File: config.mk
export PLATFORM = sky130hd
export DESIGN_NAME = rx_address_and_wake_filter
export DESIGN_NICKNAME = d
export VERILOG_FILES = /design/src/logic/rx_filter_pkg.sv /design/src/logic/dest_hash_crc.sv /design/src/logic/wake_pattern_crc.sv /design/src/logic/rx_address_and_wake_filter.sv
export SDC_FILE = /design/constraint.sdc
export NUM_CORES = 1
export LEC_CHECK = 0
export BUFFER_PORTS_ARGS = -buffer_cell sky130_fd_sc_hd__buf_2
export CAP_MARGIN = 40
export CORE_MARGIN = 5
export CORE_UTILIZATION = 60
export CTS_CLUSTER_DIAMETER = 80
export CTS_CLUSTER_SIZE = 12
export DETAILED_ROUTE_END_ITERATION = 10
export GPL_ROUTABILITY_DRIVEN = 0
export PLACE_DENSITY = 0.85
export SLEW_MARGIN = 40
export SYNTH_ARGS = -nofsm -noshare
export SYNTH_HDL_FRONTEND = slang
export SYNTH_HIERARCHICAL = 1
export SYNTH_SLANG_ARGS = --single-unit
File: constraint.sdc
create_clock -name i_sys_clk -period 6.4 [get_ports i_sys_clk]
set_input_delay 1.6 -clock i_sys_clk [delete_from_list [all_inputs] [get_ports i_sys_clk]]
set_output_delay 1.6 -clock i_sys_clk [all_outputs]
set_load 0.03 [all_outputs]
File: src/logic/rx_filter_pkg.sv
// constants, register map and types for the receive address and wake filter
package rx_filter_pkg;
    // register offsets (byte addresses)
    localparam logic [7:0]  OFS_MAC_CTRL      = 8'h00;
    localparam logic [7:0]  OFS_ADDR_LOW      = 8'h04;
    localparam logic [7:0]  OFS_ADDR_HIGH     = 8'h08;
    localparam logic [7:0]  OFS_HASH_LOW      = 8'h0C;
    localparam logic [7:0]  OFS_HASH_HIGH     = 8'h10;
    localparam logic [7:0]  OFS_WAKE_CTRL     = 8'h14;
    localparam logic [7:0]  OFS_WAKE_FILTER   = 8'h18;
    // filter mode control bits
    localparam int          BIT_PASS_ALL_MC   = 0;
    localparam int          BIT_PROMISCUOUS   = 1;
    localparam int          BIT_INVERSE       = 2;
    localparam int          BIT_HASH_ONLY     = 3;
    localparam int          BIT_HASH_PERFECT  = 4;
    localparam int          CTRL_WIDTH        = 5;
    // wake control and status bits
    localparam int          BIT_WAKE_ENABLE   = 0;
    localparam int          BIT_WAKE_RECEIVED = 1;
    localparam int          BIT_EVENT_SELECT  = 2;
    // wake filter command bits
    localparam int          BIT_CMD_ENABLE    = 0;
    localparam int          BIT_CMD_MCAST     = 3;
    localparam int          CMD_STRIDE        = 8;
    localparam int          OFFSET_STRIDE     = 8;
    localparam int          CRC16_STRIDE      = 16;
    // wake filter word layout
    localparam logic [2:0]  WORD_CMD          = 3'h4;
    localparam logic [2:0]  WORD_OFFSET       = 3'h5;
    localparam logic [2:0]  WORD_CRC_LOW      = 3'h6;
    localparam logic [2:0]  WORD_CRC_HIGH     = 3'h7;
    localparam int          FILTER_WORDS      = 8;
    localparam int          NUM_FILTERS       = 4;
    localparam int          MASK_BITS         = 31;
    // reset values
    localparam logic [31:0] RESET_WORD        = 32'h0000_0000;
    localparam logic [CTRL_WIDTH-1:0] RESET_CTRL = 5'h00;
    localparam logic [2:0]  RESET_WAKE_CTRL   = 3'h0;
    // frame layout
    localparam logic [10:0] DA_BYTES          = 11'h006;
    localparam logic [10:0] DA_LAST           = 11'h005;
    localparam logic [10:0] POS_MAX           = 11'h7FF;
    // crc constants
    localparam logic [31:0] HASH_CRC_INIT     = 32'hFFFF_FFFF;
    localparam logic [31:0] HASH_CRC_POLY     = 32'hEDB8_8320;
    localparam logic [15:0] WAKE_CRC_INIT     = 16'hFFFF;
    localparam logic [15:0] WAKE_CRC_POLY     = 16'hA001;

    typedef enum logic [1:0] {ST_IDLE, ST_ADDR, ST_DECIDE, ST_BODY} filter_state_type;
endpackage

File: src/logic/dest_hash_crc.sv
// running frame crc over the destination address bytes, feeds the hash index
`timescale 1ns/1ns
`default_nettype none
module dest_hash_crc
    import rx_filter_pkg::*;
(
    // clock and reset
    input  wire logic        i_sys_clk,
    input  wire logic        i_rst,
    // byte stream
    input  wire logic        i_sof,
    input  wire logic        i_valid,
    input  wire logic [7:0]  i_byte,
    input  wire logic [10:0] i_pos,
    // result
    output logic      [31:0] o_crc
);
    logic [31:0] crc_reg;
    logic [31:0] crc_step;
    logic [31:0] crc_next;

    // lsb-first, reflected polynomial, as on the wire
    always_comb begin
        crc_step = i_sof ? HASH_CRC_INIT : crc_reg;
        for (int k = 0; k < 8; k++) begin
            if (crc_step[0] ^ i_byte[k]) begin
                crc_step = (crc_step >> 1) ^ HASH_CRC_POLY;
            end else begin
                crc_step = crc_step >> 1;
            end
        end
        crc_next = (i_valid && i_pos < DA_BYTES) ? crc_step : crc_reg; // [RQ23]
    end

    always_ff @(posedge i_sys_clk) begin
        if (i_rst) begin
            crc_reg <= HASH_CRC_INIT;
        end else begin
            crc_reg <= crc_next;
        end
    end

    assign o_crc = crc_reg;
endmodule
`default_nettype wire

File: src/logic/wake_pattern_crc.sv
// crc-16 over the masked pattern bytes of one wake filter
`timescale 1ns/1ns
`default_nettype none
module wake_pattern_crc
    import rx_filter_pkg::*;
(
    // clock and reset
    input  wire logic        i_sys_clk,
    input  wire logic        i_rst,
    // byte stream
    input  wire logic        i_sof,
    input  wire logic        i_valid,
    input  wire logic [7:0]  i_byte,
    input  wire logic [10:0] i_pos,
    // pattern setup
    input  wire logic [30:0] i_mask,
    input  wire logic [7:0]  i_offset,
    // result
    output logic      [15:0] o_crc
);
    logic [15:0] crc_reg;
    logic [15:0] crc_base;
    logic [15:0] crc_step;
    logic [10:0] rel_pos;
    logic        take_byte;

    // offset counts from the first destination byte
    assign rel_pos   = i_pos - {3'h0, i_offset}; // [RQ22]
    assign take_byte = i_valid && (i_pos >= {3'h0, i_offset})
                       && (rel_pos < 11'(MASK_BITS)) && i_mask[rel_pos[4:0]]; // [RQ16]

    always_comb begin
        crc_base = i_sof ? WAKE_CRC_INIT : crc_reg;
        crc_step = crc_base;
        for (int k = 0; k < 8; k++) begin
            if (crc_step[0] ^ i_byte[k]) begin
                crc_step = (crc_step >> 1) ^ WAKE_CRC_POLY;
            end else begin
                crc_step = crc_step >> 1;
            end
        end
    end

    always_ff @(posedge i_sys_clk) begin
        if (i_rst) begin
            crc_reg <= WAKE_CRC_INIT;
        end else if (take_byte) begin
            crc_reg <= crc_step;
        end else if (i_sof) begin
            crc_reg <= WAKE_CRC_INIT;
        end
    end

    assign o_crc = crc_reg;
endmodule
`default_nettype wire

File: src/logic/rx_address_and_wake_filter.sv
// receive destination address filter and wake-up frame detector
// Function
// (RQ1) perfect mode: accept only when destination equals the station address
// (RQ2) hash-only mode: hash-filter every frame, physical or multicast
// (RQ3) hash index is the upper six bits of the address crc
// (RQ4) 64-bit hash table from high and low words, index msb picks word
// (RQ5) hash-perfect: physical frames perfect-matched, multicast frames hash-filtered
// (RQ6) inverse mode: accept non-matching destinations, reject matching ones
// (RQ7) pass-all-multicast accepts every multicast frame in any mode
// (RQ8) promiscuous accepts every frame including broadcast
// (RQ9) wake enable suspends normal reception and checks wake patterns
// (RQ10) wake detection reported on host interrupt or power event, as selected
// (RQ11) wake detection sets the wake-frame-received status flag
// (RQ12) clearing wake enable returns to normal reception
// (RQ13) software loads patterns and masks before enabling wake detection
// (RQ14) eight successive filter writes fill masks, commands, offsets, crcs in order
// (RQ15) four filters; wake when enabled filter passes address check and crc
// (RQ16) byte mask is bits 30:0; bit j covers byte offset plus j
// (RQ17) software keeps pattern offsets beyond both address fields
// (RQ18) in active power state, wake detection only while wake enable set
// (RQ19) in light sleep, wake detection always on
// (RQ20) command bit 0 enables filter; bit 3 selects multicast or unicast
// (RQ21) programmed pattern crc equal to computed crc is a match
// (RQ22) pattern offset is 8 bits, counted from first destination byte
// (RQ23) hash crc is the ethernet crc over the six destination bytes
// (RQ24) frames failing the address filter are not forwarded
//
// Chosen here: the address map and the strobed register port.
`timescale 1ns/1ns
`default_nettype none
module rx_address_and_wake_filter
    import rx_filter_pkg::*;
(
    // clock and reset
    input  wire logic        i_sys_clk,
    input  wire logic        i_rst,
    // register port
    input  wire logic [7:0]  i_reg_addr,
    input  wire logic [31:0] i_reg_wdata,
    input  wire logic        i_reg_write,
    input  wire logic        i_reg_read,
    output logic      [31:0] o_reg_rdata,
    // receive byte stream
    input  wire logic        i_rx_valid,
    input  wire logic [7:0]  i_rx_data,
    input  wire logic        i_rx_sof,
    input  wire logic        i_rx_eof,
    // power state
    input  wire logic        i_light_sleep_state,
    // frame decision
    output logic             o_frame_decided,
    output logic             o_frame_accept,
    // wake reporting
    output logic             o_host_irq,
    output logic             o_power_event_out
);
    filter_state_type        state_reg;
    filter_state_type        state_next;
    logic [10:0]             pos_reg;
    logic [10:0]             byte_pos;
    logic [47:0]             dest_reg;
    logic [CTRL_WIDTH-1:0]   ctrl_reg;
    logic [31:0]             addr_low_reg;
    logic [15:0]             addr_high_reg;
    logic [31:0]             hash_low_reg;
    logic [31:0]             hash_high_reg;
    logic [2:0]              wake_ctrl_reg;
    logic [31:0]             wake_words [FILTER_WORDS];
    logic [2:0]              wake_ptr_reg;
    logic [31:0]             rdata_reg;
    logic [31:0]             rdata_next;
    logic                    addr_pass_reg;
    logic                    addr_pass_next;
    logic                    decided_reg;
    logic [31:0]             hash_crc;
    logic [5:0]              hash_index;
    logic [63:0]             hash_table;
    logic                    hash_hit;
    logic                    perfect_hit;
    logic                    dest_mcast;
    logic                    wake_active;
    logic [NUM_FILTERS-1:0]  filter_hit;
    logic                    wake_hit;
    logic                    pass_all_mc;
    logic                    promiscuous_enable;
    logic                    inverse_filter_enable;
    logic                    hash_only_select;
    logic                    hash_perfect_select;
    logic                    wake_frame_enable;
    logic                    wake_frame_received;
    logic                    power_event_select;
    logic                    wake_ctrl_write;
    logic                    filter_write;
    logic                    filter_read;

    assign pass_all_mc           = ctrl_reg[BIT_PASS_ALL_MC];
    assign promiscuous_enable    = ctrl_reg[BIT_PROMISCUOUS];
    assign inverse_filter_enable = ctrl_reg[BIT_INVERSE];
    assign hash_only_select      = ctrl_reg[BIT_HASH_ONLY];
    assign hash_perfect_select   = ctrl_reg[BIT_HASH_PERFECT];
    assign wake_frame_enable     = wake_ctrl_reg[BIT_WAKE_ENABLE];
    assign wake_frame_received   = wake_ctrl_reg[BIT_WAKE_RECEIVED];
    assign power_event_select    = wake_ctrl_reg[BIT_EVENT_SELECT];
    assign wake_ctrl_write       = i_reg_write && i_reg_addr == OFS_WAKE_CTRL;
    assign filter_write          = i_reg_write && i_reg_addr == OFS_WAKE_FILTER;
    assign filter_read           = i_reg_read && i_reg_addr == OFS_WAKE_FILTER;

    // light sleep cannot switch detection off
    assign wake_active = i_light_sleep_state || wake_frame_enable; // [RQ18] [RQ19]

    // software registers
    always_ff @(posedge i_sys_clk) begin
        if (i_rst) begin
            ctrl_reg      <= RESET_CTRL;
            addr_low_reg  <= RESET_WORD;
            addr_high_reg <= RESET_WORD[15:0];
            hash_low_reg  <= RESET_WORD;
            hash_high_reg <= RESET_WORD;
        end else if (i_reg_write) begin
            unique case (i_reg_addr)
                OFS_MAC_CTRL:  ctrl_reg      <= i_reg_wdata[CTRL_WIDTH-1:0];
                OFS_ADDR_LOW:  addr_low_reg  <= i_reg_wdata;
                OFS_ADDR_HIGH: addr_high_reg <= i_reg_wdata[15:0];
                OFS_HASH_LOW:  hash_low_reg  <= i_reg_wdata;
                OFS_HASH_HIGH: hash_high_reg <= i_reg_wdata;
                default: begin
                end
            endcase
        end
    end

    // wake control and status; detection beats a clear in the same cycle
    always_ff @(posedge i_sys_clk) begin
        if (i_rst) begin
            wake_ctrl_reg <= RESET_WAKE_CTRL;
        end else begin
            if (wake_ctrl_write) begin
                wake_ctrl_reg[BIT_WAKE_ENABLE]  <= i_reg_wdata[BIT_WAKE_ENABLE]; // [RQ12]
                wake_ctrl_reg[BIT_EVENT_SELECT] <= i_reg_wdata[BIT_EVENT_SELECT];
            end
            if (wake_hit) begin
                wake_ctrl_reg[BIT_WAKE_RECEIVED] <= 1'b1; // [RQ11]
            end else if (wake_ctrl_write && i_reg_wdata[BIT_WAKE_RECEIVED]) begin
                wake_ctrl_reg[BIT_WAKE_RECEIVED] <= 1'b0;
            end
        end
    end

    // filter words fill in order; pointer wraps after the eighth
    always_ff @(posedge i_sys_clk) begin
        if (i_rst) begin
            wake_ptr_reg <= 3'h0;
            for (int w = 0; w < FILTER_WORDS; w++) begin
                wake_words[w] <= RESET_WORD;
            end
        end else begin
            if (filter_write) begin
                wake_words[wake_ptr_reg] <= i_reg_wdata; // [RQ14]
            end
            if (wake_ctrl_write) begin
                wake_ptr_reg <= 3'h0;
            end else if (filter_write || filter_read) begin
                wake_ptr_reg <= wake_ptr_reg + 3'h1; // [RQ14]
            end
        end
    end

    // read data, valid the cycle after the strobe only
    always_comb begin
        rdata_next = RESET_WORD;
        if (i_reg_read) begin
            unique case (i_reg_addr)
                OFS_MAC_CTRL:    rdata_next = {27'h0, ctrl_reg};
                OFS_ADDR_LOW:    rdata_next = addr_low_reg;
                OFS_ADDR_HIGH:   rdata_next = {16'h0, addr_high_reg};
                OFS_HASH_LOW:    rdata_next = hash_low_reg;
                OFS_HASH_HIGH:   rdata_next = hash_high_reg;
                OFS_WAKE_CTRL:   rdata_next = {29'h0, wake_ctrl_reg};
                OFS_WAKE_FILTER: rdata_next = wake_words[wake_ptr_reg];
                default:         rdata_next = RESET_WORD;
            endcase
        end
    end

    always_ff @(posedge i_sys_clk) begin
        if (i_rst) begin
            rdata_reg <= RESET_WORD;
        end else begin
            rdata_reg <= rdata_next;
        end
    end

    assign o_reg_rdata = rdata_reg;

    // byte position, restarted by the first byte of each frame
    assign byte_pos = i_rx_sof ? 11'h000 : pos_reg; // [RQ22]

    always_ff @(posedge i_sys_clk) begin
        if (i_rst) begin
            pos_reg <= 11'h000;
        end else if (i_rx_valid && byte_pos != POS_MAX) begin
            pos_reg <= byte_pos + 11'h001;
        end
    end

    // destination bytes, first received byte in the low lane
    always_ff @(posedge i_sys_clk) begin
        if (i_rst) begin
            dest_reg <= 48'h0;
        end else if (i_rx_valid && byte_pos < DA_BYTES) begin
            dest_reg[byte_pos[2:0]*8 +: 8] <= i_rx_data;
        end
    end

    always_comb begin
        state_next = state_reg;
        unique case (state_reg)
            ST_IDLE:   if (i_rx_valid && i_rx_sof) state_next = ST_ADDR;
            ST_ADDR: begin
                if (i_rx_eof) begin
                    state_next = ST_IDLE;
                end else if (i_rx_valid && byte_pos == DA_LAST) begin
                    state_next = ST_DECIDE;
                end
            end
            ST_DECIDE: state_next = i_rx_eof ? ST_IDLE : ST_BODY;
            ST_BODY:   if (i_rx_eof) state_next = ST_IDLE;
        endcase
        // a new frame start always resynchronises
        if (i_rx_valid && i_rx_sof && state_reg != ST_IDLE) begin
            state_next = ST_ADDR;
        end
    end

    always_ff @(posedge i_sys_clk) begin
        if (i_rst) begin
            state_reg <= ST_IDLE;
        end else begin
            state_reg <= state_next;
        end
    end

    dest_hash_crc u_hash_crc (
        .i_sys_clk (i_sys_clk),
        .i_rst     (i_rst),
        .i_sof     (i_rx_sof),
        .i_valid   (i_rx_valid),
        .i_byte    (i_rx_data),
        .i_pos     (byte_pos),
        .o_crc     (hash_crc)
    );

    // address checks
    assign hash_index  = hash_crc[31:26]; // [RQ3]
    assign hash_table  = {hash_high_reg, hash_low_reg}; // [RQ4]
    assign hash_hit    = hash_table[hash_index]; // [RQ4]
    assign perfect_hit = dest_reg == {addr_high_reg, addr_low_reg}; // [RQ1]
    assign dest_mcast  = dest_reg[0];

    always_comb begin
        if (promiscuous_enable) begin
            addr_pass_next = 1'b1; // [RQ8]
        end else if (pass_all_mc && dest_mcast) begin
            addr_pass_next = 1'b1; // [RQ7]
        end else if (hash_only_select) begin
            addr_pass_next = hash_hit; // [RQ2]
        end else if (hash_perfect_select) begin
            addr_pass_next = dest_mcast ? hash_hit : perfect_hit; // [RQ5]
        end else if (inverse_filter_enable) begin
            addr_pass_next = !perfect_hit; // [RQ6]
        end else begin
            addr_pass_next = perfect_hit; // [RQ1]
        end
    end

    // decision lives from the cycle after the decide state until the next frame start
    always_ff @(posedge i_sys_clk) begin
        if (i_rst) begin
            addr_pass_reg <= 1'b0;
            decided_reg   <= 1'b0;
        end else begin
            decided_reg <= state_reg == ST_DECIDE;
            if (state_reg == ST_DECIDE) begin
                addr_pass_reg <= addr_pass_next;
            end else if (i_rx_valid && i_rx_sof) begin
                addr_pass_reg <= 1'b0;
            end
        end
    end

    assign o_frame_decided = decided_reg;
    // failing frames and all frames in wake mode are dropped
    assign o_frame_accept  = addr_pass_reg && !wake_active; // [RQ9] [RQ24]

    // four pattern filters
    generate
        for (genvar f = 0; f < NUM_FILTERS; f++) begin : g_filter
            logic [15:0] calc_crc;
            logic [15:0] want_crc;
            logic [7:0]  command;
            wake_pattern_crc u_pattern (
                .i_sys_clk (i_sys_clk),
                .i_rst     (i_rst),
                .i_sof     (i_rx_sof),
                .i_valid   (i_rx_valid),
                .i_byte    (i_rx_data),
                .i_pos     (byte_pos),
                .i_mask    (wake_words[f][30:0]),
                .i_offset  (wake_words[WORD_OFFSET][f*OFFSET_STRIDE +: 8]),
                .o_crc     (calc_crc)
            );
            assign command  = wake_words[WORD_CMD][f*CMD_STRIDE +: 8];
            assign want_crc = wake_words[WORD_CRC_LOW + 3'(f/2)][(f%2)*CRC16_STRIDE +: 16];
            assign filter_hit[f] = command[BIT_CMD_ENABLE]                    // [RQ20]
                                   && (command[BIT_CMD_MCAST] == dest_mcast) // [RQ20]
                                   && calc_crc == want_crc;                  // [RQ21]
        end
    endgenerate

    // frames that reached the decision and passed the address check
    assign wake_hit = wake_active && i_rx_eof && state_reg == ST_BODY
                      && addr_pass_reg && |filter_hit; // [RQ15]

    // report on the selected output
    always_ff @(posedge i_sys_clk) begin
        if (i_rst) begin
            o_host_irq        <= 1'b0;
            o_power_event_out <= 1'b0;
        end else begin
            o_host_irq        <= wake_frame_received && !power_event_select; // [RQ10]
            o_power_event_out <= wake_frame_received && power_event_select;  // [RQ10]
        end
    end
endmodule
`default_nettype wire

# Word-level counts from Yosys, hierarchy flattened
# Memories as Yosys holds them, arrays and structs flattened. A register that Yosys moved wholly into a read port is not among the register bits.
# Index checks and enable logic that the tools add are counted.
# word_totals
regBits	316
latchBits	0
ramBits	256
mem_bits_ro	0
input_bits	56
wordCells	301
memories	1
# classes
n_addsub	7
mul	0
n_div	0
order_cmp	14
n_eq_ne	26
n_shift	2
muxes	89
bitwise_logic	81
reduce_logical	59
# memory_table
name	depth	width	read_ports	rd_ports_with_merged_regs	write_ports	line_no	text
wake_words	8	32	9	1	8	rx_address_and_wake_filter.sv:68	logic [31:0] wake_words [FILTER_WORDS];
# ops
cell	count
2-to-1 mux 16 bit	40
2-to-1 mux 32 bit	10
case mux 32 bit (7 select lines)	1
inverter 13 -> 14 bit	8
inverter 2 -> 3 bit	32
== test 16 bit	4
bitwise mux 48 bit	1
== test 48 bit	1
variable shift 8 x 34 -> 48 bit (first input constant)	1
indexed part select 8 x 34 -> 48 bit	1
greater-or-equal comparator 11 x 8 -> 1 bit	4
less-than comparator 11 x 5 -> 1 bit (second input constant)	4
subtractor 11 x 8 -> 11 bit	4
bitwise XOR 1 bit	40
logical AND 1 bit	37
negation 6 -> 34 bit	1
OR reduction 32 bit	1
== test 8 x 5 -> 1 bit (second input constant)	3
less-than comparator 5 x 6 -> 1 bit (second input constant)	4
2-to-1 mux 1 bit	22
binary-select mux 1 bit (select 5 bit)	4
== test 8 x 4 -> 1 bit (second input constant)	2
adder 11 x 1 -> 11 bit (second input constant)	1
== test 11 x 3 -> 1 bit (second input constant)	1
26 further kinds	51

# Logic depth before layout (Yosys ltp)
# depth
word_depth	18
depth_mapped	15
ltp_nobuf	13

# Cells and area by module
# The synthesis kept the hierarchy.
# modules_own_cells
mod	n_inst	cells_each	area_each_um2	seq_area_each_um2
rx_address_and_wake_filter	1	1977	22068.7	12151.7
wake_pattern_crc (g_filter[0].u_pattern ...)	3	200	1735.4	320.3
dest_hash_crc	1	303	2532.4	640.6
wake_pattern_crc (g_filter[3].u_pattern)	1	179	1589.0	320.3

# Worst setup path after synthesis
# Ideal clock, no wire load.
# synth_path
path_type	input to register
startpoint	input i_reg_addr[5]
endpoint	memory wake_words[4][0], enable pin
setup_ps	466
t_arrival_ps	4851
setup_slack_ps	1083
path_stages	4
n_path_buf	0
path_cell_list	or3_1 nor3_2 nand4_1 o21ai_0
# synth_rtl
item	line_no	text
start: declaration	rx_address_and_wake_filter.sv:38	input wire logic [7:0] i_reg_addr,
end: declaration	rx_address_and_wake_filter.sv:68	

# Worst setup path after layout
# layout_path
startpoint	input i_rx_sof
endpoint	register g_filter[3].u_pattern.crc_reg[0]
# layout_between
word_cells_on_any_way	35
cone_classes	add/sub (1); order compare (2); mux (13); bitwise (16); reduce/logical (3)
# layout_rtl
item	line_no	text
start: declaration	rx_address_and_wake_filter.sv:46	input wire logic i_rx_sof,
2-to-1 mux 11 bit *	rx_address_and_wake_filter.sv:196	assign byte_pos = i_rx_sof ? 11'h000 : pos_reg;
net byte_pos[0]	rx_address_and_wake_filter.sv:60	logic [10:0] byte_pos;
subtractor 11 x 8 -> 11 bit or greater-or-equal comparator 11 x 8 -> 1 bit (tied branches)	wake_pattern_crc.sv:28, wake_pattern_crc.sv:29	
less-than comparator 11 x 5 -> 1 bit, or another cell as far along	wake_pattern_crc.sv:30	&& (rel_pos < 11'(MASK_BITS)) && i_mask[rel_pos[4:0]];
logical AND 1 bit or 2-to-1 mux 1 bit (tied branches)	wake_pattern_crc.sv:30	
logical AND 1 bit *	wake_pattern_crc.sv:30	
2-to-1 mux 16 bit *	wake_pattern_crc.sv:47	end else if (take_byte) begin
end signal: assignment	wake_pattern_crc.sv:48	crc_reg <= crc_step;
end: declaration	wake_pattern_crc.sv:21	logic [15:0] crc_reg;
# Mark *: on every way through the listed nets, which the timed path passes. The rest lies on a longest branch. The select of a mux whose other input is x is not followed.
# A chain may end at the register's enable or synchronous reset.

==> impl_metrics.env <==
export IMPL_cts_resized=0
export IMPL_viasPerCell=6.862
export IMPL_path_class="in -> reg"
export IMPL_grt_max_degree=189
export IMPL_clock_sinks=575
export IMPL_min_period_ns=5.068
export IMPL_cts_setup_buffers=0
export IMPL_die_x_um=238.8
export IMPL_clockBufferDepth=3
export IMPL_ys_ff_latch=575
export IMPL_cts_hold_buf=0
export IMPL_end_kind="flip-flop"
export IMPL_drive_gt1_frac=0.1272
export IMPL_worstPathMaxFanout=17
export IMPL_slew_headroom=0.4052
export IMPL_rows=83
export IMPL_stdcell_count=3738
export IMPL_syn_inst=3059
export IMPL_ir_drop_mv=0.2020
export IMPL_grt_setup_unrepaired="no"
export IMPL_synth_fp_nets=3156
export IMPL_vias=25650
export IMPL_clk_pin_slew_ns=0.06
export IMPL_ios=92
export IMPL_drtIter0Drc=4455
export IMPL_worst_clock_skew_ns=0.03982
export IMPL_status="completed"
export IMPL_h_tree_depth=2
export IMPL_finalCritPeriodShare=0.7919
export IMPL_wire_per_inst_um=27.24
export IMPL_arrival_ns=5.57
export IMPL_postPlaceCellArea_sq_um=32170
export IMPL_crit_required_ns=6.90
export IMPL_ys_top_cells_by_area="edfxtp_1 24%, dfxtp_1 20%, mux4_2 7.2%"
export IMPL_synthToLayoutAreaGrowth_pct=7.397
export IMPL_synth_top_cell_by_area="edfxtp_1"
export IMPL_met1_length_um=34150
export IMPL_leakagePower_nw=11.90
export IMPL_drc=0
export IMPL_drv_cap=0
export IMPL_rrSetupSlack_ns=2.04
export IMPL_ant_nets=0
export IMPL_start_util=0.6083
export IMPL_finalNetCount=3126
export IMPL_wl_met2_um=44220
export IMPL_dominantRegCellSynth="dfxtp_1"
export IMPL_avgSynthCellArea_sq_um=10.26
export IMPL_synth_top_area_share=0.2448
export IMPL_holdWs_ns=0.4759
export IMPL_p_per_area_nw_per_um2=240.4
export IMPL_slew_violations=0
export IMPL_grt_pass1_wl_um=152200
export IMPL_routed_top_layer="met5"
export IMPL_worst_slew_pin_slew_ns=0.8903
export IMPL_synth_seq_area_share=0.4483
export IMPL_dp_final_hpwl_um=69140
export IMPL_setup_ws_ns=1.332
export IMPL_cts_tree="done"
export IMPL_async_flop_share=0
export IMPL_fp_dieH_um=238.8
export IMPL_antenna_found_initial=3
export IMPL_drt_wl_total_um=101800
export IMPL_dr_wl_met3_um=15730
export IMPL_ys_warn_count=6
export IMPL_min_path_type="reg -> reg"
export IMPL_fp_coreArea_sq_um=51610
export IMPL_cp_start_kind="input pin"
export IMPL_finalHoldViolations=0
export IMPL_first_pass_iters=8
export IMPL_largest_reg_flops=256
export IMPL_final_cell_area_sq_um=33720
export IMPL_grt_total_usage=0.3472
export IMPL_cts_root_buffer_cell="clkbuf_16"
export IMPL_fmax_mhz=197.3
export IMPL_tns_ns=0
export IMPL_setup_viol=0
export IMPL_pre_cts_ws_ns=0.7638
export IMPL_io_buffers=91
export IMPL_grt_pass1_vias=24910
export IMPL_syn_area_sq_um=31400
export IMPL_synth_cell_types=95
export IMPL_overflow=0
export IMPL_cts_buffers=53
export IMPL_insertion_delay_ns=0.66
export IMPL_synth_edff_count=256
export IMPL_dp_cells=3653
export IMPL_die_area_sq_um=57000
cell usage in the layout (no fill, tap or decap), types with 27 or more instances in the layout:
cell | synthesis | layout
dfxtp_1 | 319 | 315
nand2_1 | 288 | 287
and2_1 | 259 | 259
edfxtp_1 | 256 | 256
xnor2_1 | 248 | 248
nor2_1 | 224 | 222
a21oi_1 | 213 | 213
mux4_2 | 101 | 101
mux2i_1 | 99 | 99
buf_2 | 40 | 88
xor2_1 | 79 | 79
o21ai_0 | 75 | 72
inv_1 | 71 | 70
o211ai_1 | 60 | 60
nand3_1 | 55 | 55
clkbuf_16 | 0 | 53
nor3_1 | 51 | 46
buf_4 | 8 | 41
ha_1 | 37 | 37
nand4_1 | 31 | 31
o21a_1 | 28 | 28
clkbuf_1 | 150 | 27
synth_stat cells (6+ instances only):
cell	number
or2_2	11
o21a_1	28
buf_6	11
o22ai_1	11
edfxtp_1	256
buf_2	40
mux4_2	101
mux2i_1	99
a221oi_1	8
nor2b_1	26
xnor3_1	7
buf_1	7
a21o_1	20
and3_1	14
a31oi_1	7
nand4b_1	6
buf_4	8
ha_1	37
xnor2_1	248
a222oi_1	13
or3_1	18
clkbuf_1	150
inv_1	71
dfxtp_1	319
nand2_1	288
mux2_2	18
nor4_1	21
nand4_1	31
a21oi_1	213
xor2_1	79
o21ai_0	75
nor3_1	51
and2_1	259
o21ai_1	9
a22oi_1	21
o211ai_1	60
nor2_1	224
nand3_1	55
a211oi_1	15
logic make-up (layout without fill, tap and decap cells):
logic type,after synthesis,in the layout,share of synthesized area
adders and majority gates,41,41,0.01730
xor gates and xnor gates,345,345,0.1029
muxes,221,221,0.1119
AOI/OAI and AO/OA,533,533,0.1100
DFF,575,575,0.4483
buffers and inverters,290,288,0.03997
other,0,1,0
and+or+nand+nor,1054,1054,0.1697
per-layer routing:
layer / up-vias / track usage
met5: - / 0
met4: 6 / 0.1955
met3: 510 / 0.1155
met2: 2166 / 0.5207
met1: 12210 / 0.4447
li1: 10760 / -
cell type report:
type	count	area [sq um]
Antenna cell	1	2.502
Clock buffer	80	1428
Clock inverter	3	80.08
Fill cell	3651	17890
Inverter	71	266.5
Multi-Input combinational cell	2194	16180
Sequential cell	575	14080
Tap cell	680	850.8
Timing Repair Buffer	134	830.8
per-stage QoR:
| step | util | power, mW |
|---|---|---|
| after floorplan | - | 4.841 |
| after global placement | 0.6228 | 5.114 |
| after detailed placement | 0.6233 | 5.157 |
| after CTS | 0.6525 | 8.045 |
| after global routing | 0.6532 | 8.309 |
| final | 0.6533 | 8.106 |
worst paths after layout:
check | from | end | depth (start not counted)
worst max register to register | pos_reg[0]$_SDFFE_PP0P_ | g_filter[3].u_pattern/o_crc[0]$_SDFF_PP1_ | 13
worst min-delay path | hash_high_reg[26]$_SDFFE_PP0P_ | hash_high_reg[26]$_SDFFE_PP0P_ | 2
worst max-delay path | i_rx_sof | g_filter[3].u_pattern/o_crc[0]$_SDFF_PP1_ | 14
worst min register to register | hash_high_reg[26]$_SDFFE_PP0P_ | hash_high_reg[26]$_SDFFE_PP0P_ | 2
worst max-delay path, stage by stage:
cell and delay [ns]:
buf_4 0.18, nor2b_1 0.34, inv_1 0.09, ha_1 0.23, inv_1 0.08, fa_1 0.62, mux4_2 0.33, nor2_1 0.06
o2bb2ai_1 0.23, o221ai_1 0.14, or4b_4 0.54, a221oi_4 0.60, nor4b_1 0.40, nor3_1 0.11
report_power, final:
| part | switching, mW | internal (mW) |
|---|---|---|
| Sequential | 0.122 | 3.93 |
| Clock | 1.43 | 1.54 |
| Combinational | 0.654 | 0.432 |
| Total | 2.21 | 5.90 |
Power figures use the tool's default switching activity.
